$ cat src/hdl/cpcr_pkg.sv
// Purpose: constants for the program sequencing and core register block
// Assumes: 8-bit core, 17-bit program counter plus bank flag, 9-bit data ram
// Notes:   offsets, reset values and vector layout live here only
// Operation
// - 17-bit program counter plus bank flag choosing one of two 128k banks
// - reset loads program counter 00000h and clears bank flag
// - interrupt clears bank flag; index 0-9 loads vector 00003h plus eight per index, higher keeps pc
// - ordinary instruction advances counter by its byte count, bank kept
// - jump/call absolute, relative pc+2+signed offset, accumulator call pc+1+a
// - taken conditional branch loads pc plus byte count plus signed
// - return takes pc high from ram(sp), low and bank from ram(sp-1)
// - call writes bank+pc low at sp+1, pc high at sp+2, sp+=2
// - data ram below fe00h is nine bits, ninth bit via status bit 1
// - bytes 0000h-007fh form 64 two-byte indirect registers, still ram
// - table lookup read uses indirect register as 17 bits (9+8)
// - accumulator at fe00h, cleared on reset
// - b pairs with accumulator for 16-bit ops, holds mul/div results
// - b supplies upper eight bits of the 24-bit external address
// - b register at fe01h, cleared on reset
// - c register is signed offset added to indirect register
// - c register at fe02h, cleared on reset
// - status word at fe06h, cleared; flags, ninth bit, lookup bank
// - lookup bank flag selects lower or upper program bank
// - parity bit always reflects odd ones count of accumulator
package cpcr_pkg;
  localparam int PC_W = 17;
  localparam logic [16:0] PC_RESET = 17'h00000;
  localparam logic [16:0] VEC_BASE = 17'h00003;
  localparam int VEC_STEP_SH = 3;
  localparam logic [3:0] VEC_LAST = 4'h9;
  localparam logic [15:0] ADDR_ACC = 16'hfe00;
  localparam logic [15:0] ADDR_B = 16'hfe01;
  localparam logic [15:0] ADDR_C = 16'hfe02;
  localparam logic [15:0] ADDR_PSW = 16'hfe06;
  localparam logic [15:0] RAM9_TOP = 16'hfdff;
  localparam logic [15:0] IREG_TOP = 16'h007f;
  localparam logic [7:0] REG_RESET = 8'h00;
  localparam logic [15:0] SP_RESET = 16'h0000;
  localparam int PSW_CY = 7;
  localparam int PSW_AC = 6;
  localparam int PSW_LKB = 3;
  localparam int PSW_OV = 2;
  localparam int PSW_P1 = 1;
  localparam int PSW_PAR = 0;
  typedef enum logic [3:0] {
    CPCR_OP_NONE, CPCR_OP_SEQ, CPCR_OP_JUMP, CPCR_OP_REL12, CPCR_OP_ACALL,
    CPCR_OP_COND, CPCR_OP_CALL, CPCR_OP_SHORT_RELATIVE_CALL, CPCR_OP_RET, CPCR_OP_IRQ
  } cpcr_op_type;
  typedef enum logic [1:0] {
    CPCR_ST_IDLE, CPCR_ST_PUSH_LO, CPCR_ST_PUSH_HI, CPCR_ST_POP_LO
  } cpcr_state_type;
endpackage

$ cat src/hdl/cpcr_parity.sv
// Purpose: parity of an 8-bit value
// Assumes: purely combinational
// Notes:   one when the count of ones is odd
`timescale 1ns/1ps
module cpcr_parity (
  input  wire logic [7:0] value,
  output logic            odd
);
  assign odd = ^value;
endmodule

$ cat src/hdl/cpcr_core.sv
// Purpose: program counter, bank flag, stack push/pop and core registers
// Assumes: instruction decode supplies one-cycle op pulses with operands
// Notes:   data-space accesses are one per cycle; ram is outside this block
`timescale 1ns/1ps
module cpcr_core
  import cpcr_pkg::*;
(
  input  wire logic                       clk,
  input  wire logic                       rst,
  input  wire cpcr_pkg::cpcr_op_type      op,
  input  wire logic [2:0]                 op_nb,
  input  wire logic [16:0]                op_abs,
  input  wire logic [11:0]                op_r12,
  input  wire logic [7:0]                 op_r8,
  input  wire logic                       op_taken,
  input  wire logic [3:0]                 irq_index,
  input  wire logic                       ram_rd_valid,
  input  wire logic [8:0]                 ram_rd_data,
  input  wire logic                       dwr,
  input  wire logic                       drd,
  input  wire logic [15:0]                daddr,
  input  wire logic [7:0]                 dwdata,
  input  wire logic                       alu_we,
  input  wire logic [7:0]                 alu_acc,
  input  wire logic [7:0]                 alu_b,
  input  wire logic [7:0]                 alu_c,
  input  wire logic                       alu_b_we,
  input  wire logic                       alu_c_we,
  input  wire logic                       flags_we,
  input  wire logic                       flag_cy,
  input  wire logic                       flag_ac,
  input  wire logic                       flag_ov,
  input  wire logic [15:0]                ireg_value,
  input  wire logic                       ireg_ninth,
  input  wire logic                       ext_req,
  input  wire logic [15:0]                ext_low,
  output logic [16:0]                     pc,
  output logic                            program_bank_flag,
  output logic [15:0]                     stack_pointer,
  output logic                            ram_we,
  output logic                            ram_re,
  output logic [15:0]                     ram_addr,
  output logic [8:0]                      ram_wdata,
  output logic [7:0]                      drdata,
  output logic                            drd_is_core,
  output logic                            ram_ninth_bit_flag,
  output logic [17:0]                     lookup_addr,
  output logic [15:0]                     ofs_addr,
  output logic [23:0]                     ext_addr,
  output logic [15:0]                     acc_b_pair,
  output logic                            busy
);
  logic [16:0] pc_reg;
  logic        bank_reg;
  logic [15:0] sp_reg;
  logic [7:0]  acc_reg;
  logic [7:0]  b_reg;
  logic [7:0]  c_reg;
  logic [7:0]  psw_reg;
  logic [16:0] ret_pc_reg;
  logic        ret_bank_reg;
  logic [8:0]  pop_hi_reg;
  logic        parity_next;
  logic        core_hit;
  logic [7:0]  core_rdata;
  cpcr_state_type state_reg;
  logic        busy_reg;
  logic        ram_we_reg;
  logic        ram_re_reg;
  logic [15:0] ram_addr_reg;
  logic [8:0]  ram_wdata_reg;
  logic [7:0]  drdata_reg;
  logic        drd_core_reg;
  logic [17:0] lookup_reg;
  logic [15:0] ofs_reg;
  logic [23:0] ext_reg;

  cpcr_parity u_parity (
    .value (acc_reg),
    .odd   (parity_next)
  );

  assign core_hit = (daddr == ADDR_ACC) || (daddr == ADDR_B) ||
                    (daddr == ADDR_C) || (daddr == ADDR_PSW);

  always_comb begin
    case (daddr)
      ADDR_ACC: core_rdata = acc_reg;
      ADDR_B:   core_rdata = b_reg;
      ADDR_C:   core_rdata = c_reg;
      ADDR_PSW: core_rdata = {psw_reg[7:1], parity_next};
      default:  core_rdata = REG_RESET;
    endcase
  end

  always_ff @(posedge clk or posedge rst) begin
    if (rst) begin
      pc_reg   <= PC_RESET;
      bank_reg <= 1'b0;
    end else if (state_reg == CPCR_ST_POP_LO && ram_rd_valid &&
                 ram_addr_reg != sp_reg) begin
      // reload only on the low word, so pc never shows half an address
      pc_reg   <= {pop_hi_reg, ram_rd_data[7:0]};
      bank_reg <= ram_rd_data[8];
    end else if (state_reg == CPCR_ST_IDLE) begin
      case (op)
        CPCR_OP_SEQ:   pc_reg <= pc_reg + {14'h0000, op_nb};
        CPCR_OP_JUMP:  pc_reg <= op_abs;
        CPCR_OP_CALL:  pc_reg <= op_abs;
        CPCR_OP_REL12: pc_reg <= pc_reg + 17'h00002 + {{5{op_r12[11]}}, op_r12};
        CPCR_OP_SHORT_RELATIVE_CALL: pc_reg <= pc_reg + 17'h00002 + {{5{op_r12[11]}}, op_r12};
        CPCR_OP_ACALL: pc_reg <= pc_reg + 17'h00001 + {9'h000, acc_reg};
        CPCR_OP_COND: begin
          if (op_taken) begin
            pc_reg <= pc_reg + {14'h0000, op_nb} + {{9{op_r8[7]}}, op_r8};
          end else begin
            pc_reg <= pc_reg + {14'h0000, op_nb};
          end
        end
        CPCR_OP_IRQ: begin
          if (irq_index <= VEC_LAST) begin
            pc_reg <= VEC_BASE + (17'(irq_index) << VEC_STEP_SH);
          end
          bank_reg <= 1'b0;
        end
        default: pc_reg <= pc_reg;
      endcase
    end
  end

  // return address latched at the op edge; the push starts one cycle later
  always_ff @(posedge clk or posedge rst) begin
    if (rst) begin
      ret_pc_reg <= PC_RESET;
    end else if (state_reg == CPCR_ST_IDLE) begin
      case (op)
        CPCR_OP_CALL:  ret_pc_reg <= pc_reg + {14'h0000, op_nb};
        CPCR_OP_SHORT_RELATIVE_CALL: ret_pc_reg <= pc_reg + 17'h00002;
        CPCR_OP_ACALL: ret_pc_reg <= pc_reg + 17'h00001;
        CPCR_OP_IRQ:   ret_pc_reg <= pc_reg;
        default:       ret_pc_reg <= ret_pc_reg;
      endcase
    end
  end

  // bank pushed with low byte, taken before an entry clears it
  always_ff @(posedge clk or posedge rst) begin
    if (rst) begin
      ret_bank_reg <= 1'b0;
    end else if (state_reg == CPCR_ST_IDLE) begin
      ret_bank_reg <= bank_reg;
    end
  end

  always_ff @(posedge clk or posedge rst) begin
    if (rst) begin
      state_reg     <= CPCR_ST_IDLE;
      sp_reg        <= SP_RESET;
      ram_we_reg    <= 1'b0;
      ram_re_reg    <= 1'b0;
      ram_addr_reg  <= SP_RESET;
      ram_wdata_reg <= 9'h000;
      pop_hi_reg    <= 9'h000;
      busy_reg      <= 1'b0;
    end else begin
      ram_we_reg <= 1'b0;
      ram_re_reg <= 1'b0;
      case (state_reg)
        CPCR_ST_IDLE: begin
          if (op == CPCR_OP_CALL || op == CPCR_OP_SHORT_RELATIVE_CALL ||
              op == CPCR_OP_ACALL || op == CPCR_OP_IRQ) begin
            state_reg <= CPCR_ST_PUSH_LO;
            busy_reg  <= 1'b1;
          end else if (op == CPCR_OP_RET) begin
            ram_re_reg   <= 1'b1;
            ram_addr_reg <= sp_reg;
            state_reg    <= CPCR_ST_POP_LO;
            busy_reg     <= 1'b1;
          end
        end
        CPCR_ST_PUSH_LO: begin
          ram_we_reg    <= 1'b1;
          ram_addr_reg  <= sp_reg + 16'h0001;
          ram_wdata_reg <= {ret_bank_reg, ret_pc_reg[7:0]};
          state_reg     <= CPCR_ST_PUSH_HI;
        end
        CPCR_ST_PUSH_HI: begin
          ram_we_reg    <= 1'b1;
          ram_addr_reg  <= sp_reg + 16'h0002;
          ram_wdata_reg <= ret_pc_reg[16:8];
          sp_reg        <= sp_reg + 16'h0002;
          busy_reg      <= 1'b0;
          state_reg     <= CPCR_ST_IDLE;
        end
        CPCR_ST_POP_LO: begin
          if (ram_rd_valid && ram_addr_reg == sp_reg) begin
            pop_hi_reg   <= ram_rd_data;
            ram_re_reg   <= 1'b1;
            ram_addr_reg <= sp_reg - 16'h0001;
          end else if (ram_rd_valid) begin
            sp_reg    <= sp_reg - 16'h0002;
            busy_reg  <= 1'b0;
            state_reg <= CPCR_ST_IDLE;
          end
        end
        default: begin
          state_reg <= CPCR_ST_IDLE;
          busy_reg  <= 1'b0;
        end
      endcase
    end
  end

  always_ff @(posedge clk or posedge rst) begin
    if (rst) begin
      acc_reg <= REG_RESET;
    end else if (alu_we) begin
      // alu result wins over a data-space write
      acc_reg <= alu_acc;
    end else if (dwr && daddr == ADDR_ACC) begin
      acc_reg <= dwdata;
    end
  end

  always_ff @(posedge clk or posedge rst) begin
    if (rst) begin
      b_reg <= REG_RESET;
    end else if (alu_b_we) begin
      b_reg <= alu_b;
    end else if (dwr && daddr == ADDR_B) begin
      b_reg <= dwdata;
    end
  end

  always_ff @(posedge clk or posedge rst) begin
    if (rst) begin
      c_reg <= REG_RESET;
    end else if (alu_c_we) begin
      c_reg <= alu_c;
    end else if (dwr && daddr == ADDR_C) begin
      c_reg <= dwdata;
    end
  end

  always_ff @(posedge clk or posedge rst) begin
    if (rst) begin
      psw_reg <= REG_RESET;
    end else begin
      // a status write overrides the flag strobes of the same cycle
      if (dwr && daddr == ADDR_PSW) begin
        psw_reg <= dwdata;
      end else if (flags_we) begin
        psw_reg[PSW_CY] <= flag_cy;
        psw_reg[PSW_AC] <= flag_ac;
        psw_reg[PSW_OV] <= flag_ov;
      end
      // ninth bit captured on ram read
      if (drd && daddr <= RAM9_TOP && ram_rd_valid) begin
        psw_reg[PSW_P1] <= ram_rd_data[8];
      end
      psw_reg[PSW_PAR] <= parity_next;
    end
  end

  always_ff @(posedge clk or posedge rst) begin
    if (rst) begin
      drd_core_reg <= 1'b0;
    end else begin
      drd_core_reg <= drd && core_hit;
    end
  end

  always_ff @(posedge clk or posedge rst) begin
    if (rst) begin
      drdata_reg <= REG_RESET;
    end else if (drd && core_hit) begin
      drdata_reg <= core_rdata;
    end
  end

  // lookup address with bank
  // addresses are registered, so they trail their operands by one cycle
  always_ff @(posedge clk or posedge rst) begin
    if (rst) begin
      lookup_reg <= 18'h00000;
    end else begin
      lookup_reg <= {psw_reg[PSW_LKB], ireg_ninth, ireg_value};
    end
  end

  always_ff @(posedge clk or posedge rst) begin
    if (rst) begin
      ofs_reg <= 16'h0000;
    end else begin
      ofs_reg <= ireg_value + {{8{c_reg[7]}}, c_reg};
    end
  end

  always_ff @(posedge clk or posedge rst) begin
    if (rst) begin
      ext_reg <= 24'h000000;
    end else if (ext_req) begin
      ext_reg <= {b_reg, ext_low};
    end
  end

  assign pc                 = pc_reg;
  assign program_bank_flag  = bank_reg;
  assign stack_pointer      = sp_reg;
  assign ram_we             = ram_we_reg;
  assign ram_re             = ram_re_reg;
  assign ram_addr           = ram_addr_reg;
  assign ram_wdata          = ram_wdata_reg;
  assign drdata             = drdata_reg;
  assign drd_is_core        = drd_core_reg;
  assign ram_ninth_bit_flag = psw_reg[PSW_P1];
  assign lookup_addr        = lookup_reg;
  assign ofs_addr           = ofs_reg;
  assign ext_addr           = ext_reg;
  assign acc_b_pair         = {b_reg, acc_reg};
  assign busy               = busy_reg;
endmodule

$ cat config.mk
export PLATFORM = sky130hd
export DESIGN_NAME = cpcr_core
export DESIGN_NICKNAME = d
export VERILOG_FILES = /design/src/hdl/cpcr_pkg.sv /design/src/hdl/cpcr_parity.sv /design/src/hdl/cpcr_core.sv
export SDC_FILE = /design/constraint.sdc
export NUM_CORES = 1
export LEC_CHECK = 0
export BUFFER_PORTS_ARGS = -buffer_cell sky130_fd_sc_hd__buf_4
export CAP_MARGIN = 15
export CORE_ASPECT_RATIO = 0.75
export CORE_MARGIN = 4
export CORE_UTILIZATION = 56
export CTS_CLUSTER_SIZE = 30
export DETAILED_ROUTE_END_ITERATION = 7
export PLACE_DENSITY = 0.8
export RECOVER_POWER = 50
export SYNTH_ARGS = -nofsm -noshare
export SYNTH_HDL_FRONTEND = slang
export SYNTH_SLANG_ARGS = --single-unit
$ cat constraint.sdc
create_clock -name clk -period 8 [get_ports clk]
set_input_delay 0.8 -clock clk [delete_from_list [all_inputs] [get_ports clk]]
set_output_delay 0.8 -clock clk [all_outputs]
set_load 0.02 [all_outputs]
==> results of run 1 <==
-- cell families (layout without fill, tap and decap cells) --
kind of cell / after synthesis / count (layout) / synth area share, %
flops: 188 / 188 / 35.3
compound gates: 462 / 462 / 21.7
fa+ha+maj: 73 / 73 / 7.14
buf+inv: 137 / 390 / 4.08
xor+xnor: 126 / 126 / 8.28
mux: 98 / 98 / 7.85
simple gates: 430 / 430 / 15.6
other cells: 1 / 2 / 0.0281
-- power breakdown --
part           internal, mW  switching, mW
clock network         0.452          0.415
logic                  1.20           1.88
registers              1.20          0.400
-- routing by layer --
metal  vias to the layer above  share of wire, %  wire (um)
met5                         -                 0          0
met3                       112                12       6180
met2                       916                43      21400
met1                      6391                42      21000
met4                         0               2.8       1400
li1                       5997                 -          -
-- cells in the mapped netlist (5+ instances only) --
master | count | area share (%)
a221o_1 | 9 | 0.68
inv_1 | 41 | 1.2
xor2_1 | 39 | 2.6
o221ai_1 | 9 | 0.59
nor2_1 | 108 | 3.0
o211ai_1 | 9 | 0.51
a21oi_1 | 115 | 4.3
a22o_1 | 10 | 0.66
nand4_1 | 16 | 0.75
clkbuf_1 | 71 | 2.0
xnor2_1 | 87 | 5.7
mux2i_1 | 55 | 4.1
and4_1 | 6 | 0.39
nor2b_1 | 9 | 0.42
o21bai_1 | 6 | 0.34
dfrtp_1 | 188 | 35
o21ai_1 | 51 | 1.9
nor4_1 | 7 | 0.33
a21o_1 | 18 | 1.0
a221oi_1 | 21 | 1.4
nand2_1 | 143 | 4.0
o31ai_1 | 6 | 0.34
o21ai_0 | 94 | 3.5
mux2_2 | 37 | 3.1
a22oi_1 | 8 | 0.45
or3_1 | 15 | 0.70
nand3_1 | 27 | 1.0
fa_1 | 5 | 0.75
o21a_1 | 14 | 0.79
a211oi_1 | 27 | 1.5
ha_1 | 68 | 6.4
o22ai_1 | 22 | 1.0
buf_1 | 10 | 0.28
buf_2 | 7 | 0.26
mux2_1 | 5 | 0.42
and3_1 | 9 | 0.42
or2_2 | 6 | 0.28
a31oi_1 | 9 | 0.42
nand2b_1 | 24 | 1.1
nor3_1 | 29 | 1.1
-- worst max path at each step --
stage	end	slack [ns]	cells past startpoint
after global routing	ret_pc_reg[15]$_DFFE_PP0P_	2.38	2
after detailed placement	pc[16]$_DFFE_PP0P_	3.75	16
final	ram_wdata[3]$_DFFE_PP0P_	3.27	2
after global placement	pc[15]$_DFFE_PP0P_	3.78	15
after floorplan	acc_reg[0]$_DFFE_PP0P_	2.09	1
after CTS	pc[16]$_DFFE_PP0P_	4.00	15
-- layout make-up --
class	count	area, um2	area share [%]
diodes	1	2.50	0.0157
repair buffers	314	2040	12.8
clock inverters	13	141	0.886
flip-flops and latches	188	4700	29.5
inverters	44	166	1.04
multi-input cells	1190	8090	50.7
clock buffers	19	443	2.78
well taps	300	375	2.35
-- stage by stage --
step / hold WS (ns) / worst slack [ns] / utilization [%] / area (um2)
2_1_floorplan: 0.368 / 2.09 / - / 13300
3_3_place_gp: 0.406 / 3.78 / 67.6 / 15700
6_report: 0.460 / 3.27 / 68.8 / 16000
4_1_cts: 0.445 / 4.00 / 70.1 / 16300
3_5_place_dp: 0.437 / 3.75 / 67.6 / 15700
5_1_grt: 0.461 / 2.38 / 68.8 / 16000
==> results.cfg, run 1 <==
[status]
outcome = finished with violations
violations = capacitance limit, slew limit

[clock_tree]
numCtsBuffers = 17
cts_tree = done
cts.repair.resized = 0
cts_buffer_depth = 2
clock_sinks = 188
cts_setup_buffers = 0
worst_skew_pair.late_latency_ns = 0.45
clk_pin_slew_worst_paths_ns = 0.07
h-tree-depth = 4
cts_hold_buf = 0
root_buffer = clkbuf_16

[route]
drcViolationCount = 0
dr.pass1.iters = 6
vias = 13416
wirelength_um = 50000
postRouteAntennaNets = 0
routed_via_density = 6.48
drt-initial-drc-count = 1709
wire_per_inst_um = 24.1

[worst_hold_path]
worstHoldPathCells = 0
hp-class = register to register
worstHoldEndpoint = lookup_addr[17]$_DFF_PP0_
hp-start = psw_reg[3]$_DFFE_PP0P_

[yosys]
syn_area_um2 = 13300
ys_warn_count = 0
ys_types = 81
synth_seq_area_share_pct = 35.3
avgSynthCellArea_um2 = 8.79
async_reset_ff_share_pct = 100
synth_edf_count = 0
ys_seq_elements = 188
netlist_instances = 1515
synth_nets = 1740
synthFlopType = dfrtp_1

[worst_setup_path]
r2r-end = pc[16]$_DFFE_PP0P_
max_stage_delay_ns = 3.18
setup.worst_path.class = primary input to async pin
crit_required_ns = 7.50
reg2regPathDepth = 15
critical_path_buf_inv_count = 2
critPathArrivalTime_ns = 4.23
cp-end-kind = async pin
slowest_stage = clkinvlp_2
worst_path_dominant_cell_family = buffers and inverters
r2r-start = pc[1]$_DFFE_PP0P_
path_cells = clkbuf_4, clkinvlp_2
startpoint = rst
rrSetupSlack_ns = 3.83
start_kind = primary input
cp_max_fo = 130

[floorplan]
die_area_um2 = 26300
fp.dieH_um = 142
start_util_pct = 57.5
die-width_um = 186
ioPinCount = 298
coreArea_um2 = 23200
row_count = 48

[final_layout]
mostFrequentLayoutCell = buf_4
final_layout_size_suffix_gt1_share_pct = 18.0
fin_cells = 2069
final_cell_mix = 219 x buf_4, 188 x dfrtp_1, 143 x nand2_1, 115 x a21oi_1, 107 x nor2_1
n_fill_cell = 1915
fin_nets = 1980
areaGrowthSynthToFinish_pct = 19.8
largest_register_ffs = 24

[placed_design]
dpl.hpwl_um = 38400
gp_congestion = 1.16
dp_cells = 2032
portBuffers = 296

[global_route]
grt_pass1_vias = 12480
grtUsageMet1_pct = 54.7
top_usage_layer = met1
antenna_found_initial = 1
met3_usage_pct = 11.5
grt_usage_pct = 37.4
grt_overflow_total = 0
grt_pass1_wl_um = 75400
grtUsageMet2_pct = 53.9
grt_max_degree = 131

[power]
p_leak_nw = 7.09
power.density_nw_per_um2 = 347
total_power_mw = 5.54
ir_worst_vdd_uv = 204

[timing]
hold_viol_final = 0
maxSlewHeadroom_pct = -289
min_period_ns = 4.73
setup_violations = 0
final.setup_skew_ns = 0.0100
worstMarginPinSlew_ns = 5.81
rsz0062_at_grt = false
slew_viol_final = 164
setup_tns_ns = 0
fin_crit_sh_pct = 59.2
fmax_mhz = 211

[run]
maxCapViolCount = 2
No activity file was read; power rests on OpenSTA's default activity.
==> run 2, diff against run 1 <==
--- a/config.mk
+++ b/config.mk
@@ -9,10 +9,10 @@
 export CAP_MARGIN = 15
 export CORE_ASPECT_RATIO = 0.75
 export CORE_MARGIN = 4
-export CORE_UTILIZATION = 56
+export CORE_UTILIZATION = 50
 export CTS_CLUSTER_SIZE = 30
 export DETAILED_ROUTE_END_ITERATION = 7
-export PLACE_DENSITY = 0.8
+export PLACE_DENSITY = 0.76
 export RECOVER_POWER = 50
 export SYNTH_ARGS = -nofsm -noshare
 export SYNTH_HDL_FRONTEND = slang
==> constraint.sdc (replaced) <==
create_clock -name clk -period 4 [get_ports clk]
set_input_delay 0.4 -clock clk [delete_from_list [all_inputs] [get_ports clk]]
set_output_delay 0.4 -clock clk [all_outputs]
set_load 0.02 [all_outputs]
==> run 2 against run 1 <==
The flow still finishes with violations (capacitance limit, slew limit). Combinational power grew 120%. Die area increased by 11%. Hold slack worse by 0.38 ns. Register-to-register slack lost 3.6 ns. Clock power is 110% higher. Global-route usage decreased by 3.2 points. Sequential share of layout area shrank 1.2 points.
==> results.cfg, run 2 (same netlist as run 1, synthesis figures left out) <==
[status]
outcome = finished with violations
violations = capacitance limit, slew limit

[worst_setup_path]
r2r-start = pc[2]$_DFFE_PP0P_
r2r-end = pc[16]$_DFFE_PP0P_
cp_max_fo = 7
start_kind = register
reg2regPathDepth = 14
setup.worst_path.class = register to register
critPathArrivalTime_ns = 4.11
crit_required_ns = 4.32
rrSetupSlack_ns = 0.22
cp-end-kind = register

[timing]
worstMarginPinSlew_ns = 2.61
hold-worst-slack_ns = 0.0803
setup_violations = 0
setup_tns_ns = 0
hold_viol_final = 0
min_period_ns = 3.78
rsz0062_at_grt = false
fin_ws_ns = 0.216
fin_crit_sh_pct = 94.6
fmax_mhz = 264
slew_viol_final = 189
maxSlewHeadroom_pct = -73.8
final.setup_skew_ns = 0.0258

[placed_design]
dp_slack_ns = 0.119
gp_congestion = 1.02
portBuffers = 296
dpl.hpwl_um = 40000

[route]
postRouteAntennaNets = 0
wirelength_um = 50800
wl_met1_um = 21700
dr_wl_met3_um = 5160
dr.pass1.iters = 7
wire_per_inst_um = 23.5
routed_via_density = 6.15
routed.top_layer = met5
route.met2.wl_um = 22700
drt-initial-drc-count = 1354
vias = 13292
drcViolationCount = 0

[final_layout]
mostFrequentLayoutCell = buf_4
final_cell_mix = 317 x buf_4, 187 x dfrtp_1, 143 x nand2_1, 115 x a21oi_1, 107 x nor2_1
diodes = 0
largest_register_ffs = 24
areaGrowthSynthToFinish_pct = 24.8
fin_nets = 2031
final_layout_size_suffix_gt1_share_pct = 23.1
postLayoutCoreUtil_pct = 63.7

[clock_tree]
root_buffer = clkbuf_16
cts_hold_buf = 0
clock_sinks = 188
worst_skew_pair.late_latency_ns = 0.46
clk_pin_slew_worst_paths_ns = 0.08
cts_tree = done
h-tree-depth = 4
numCtsBuffers = 17
cts_buffer_depth = 2

[run]
maxCapViolCount = 1

[global_route]
grt_pass1_wl_um = 77500
grt_pass1_vias = 12996
grt_usage_pct = 34.3
antenna_found_initial = 1
grt_max_degree = 189
grt_overflow_total = 0

[power]
power.density_nw_per_um2 = 694
p_leak_nw = 7.53
ir_worst_vdd_uv = 413
total_power_mw = 11.5

[worst_hold_path]
hp-start = ireg_value[6]
worstHoldEndpoint = lookup_addr[6]$_DFF_PP0_
hp-class = primary input to register
worstHoldPathCells = 1

[floorplan]
fp.dieH_um = 149
start_util_pct = 51.0
row_count = 51
die-width_um = 196
die_area_um2 = 29300
ioPinCount = 298
coreArea_um2 = 26100
## run 2: cell types whose count changed in the layout (fill, tap and decap cells not counted), sizes merged
cell / before / now
inv: 51 / 49
buf: 220 / 318
clkbuf: 113 / 65
diode: 1 / 0
clkinv: 4 / 6
clkinvlp: 1 / 2
## run 2: area by class of cell
type | count | area (um2)
flip-flops and latches | 188 | 4710
fillers | 2284 | 9470
well taps | 344 | 430
multi-input cells | 1190 | 8100
clock inverters | 14 | 170
repair buffers | 365 | 2610
clock buffers | 18 | 439
inverters | 44 | 166
## run 2: power by group
group	internal [mW]	switching, mW
Combinational	2.71	4.03
Clock	0.913	0.882
Sequential	2.40	0.604
Total	6.02	5.52
## run 2: stage by stage
stage | std cells | instance area [um2]
after CTS | 2161 | 16700
after detailed placement | 2129 | 16100
after global routing | 2163 | 16600
after floorplan | 1515 | 13300
after global placement | 2128 | 16100
final | 2163 | 16600
## run 2: timing repair
item                                    4_1_cts  5_1_grt
buffers inserted                              0        0
resized for setup                             0        3
endpoints found under the setup margin        0        7
## run 2: worst max path at each step
stage	from	end	slack, ns
finish	pc[2]$_DFFE_PP0P_	pc[16]$_DFFE_PP0P_	0.22
global route	pc[1]$_DFFE_PP0P_	pc[16]$_DFFE_PP0P_	0.02
CTS	pc[1]$_DFFE_PP0P_	pc[16]$_DFFE_PP0P_	0.08
detailed placement	pc[1]$_DFFE_PP0P_	pc[16]$_DFFE_PP0P_	0.12
global placement	pc[1]$_DFFE_PP0P_	pc[16]$_DFFE_PP0P_	0.20
floorplan	pc[1]$_DFFE_PP0P_	pc[15]$_DFFE_PP0P_	0.64
## run 2: routing by layer
metal,track usage [%],vias up
met1,48.3,6396
met5,0,-
met4,7.99,2
li1,-,6106
met3,8.60,88
met2,53.6,700
## run 2: worst max-delay path, stage by stage (launching register included)
cell      delay, ns
dfrtp_1        0.52
ha_2           0.33
nand3_1        0.21
or2_1          0.34
xnor2_1        0.36
ha_1           0.27
a21oi_1        0.07
o21ai_0        0.24
buf_4          0.21
nor3b_1        0.06
a221o_1        0.36
nor2_1         0.17
nor4_1         0.08
o31ai_1        0.30
o211ai_1       0.13
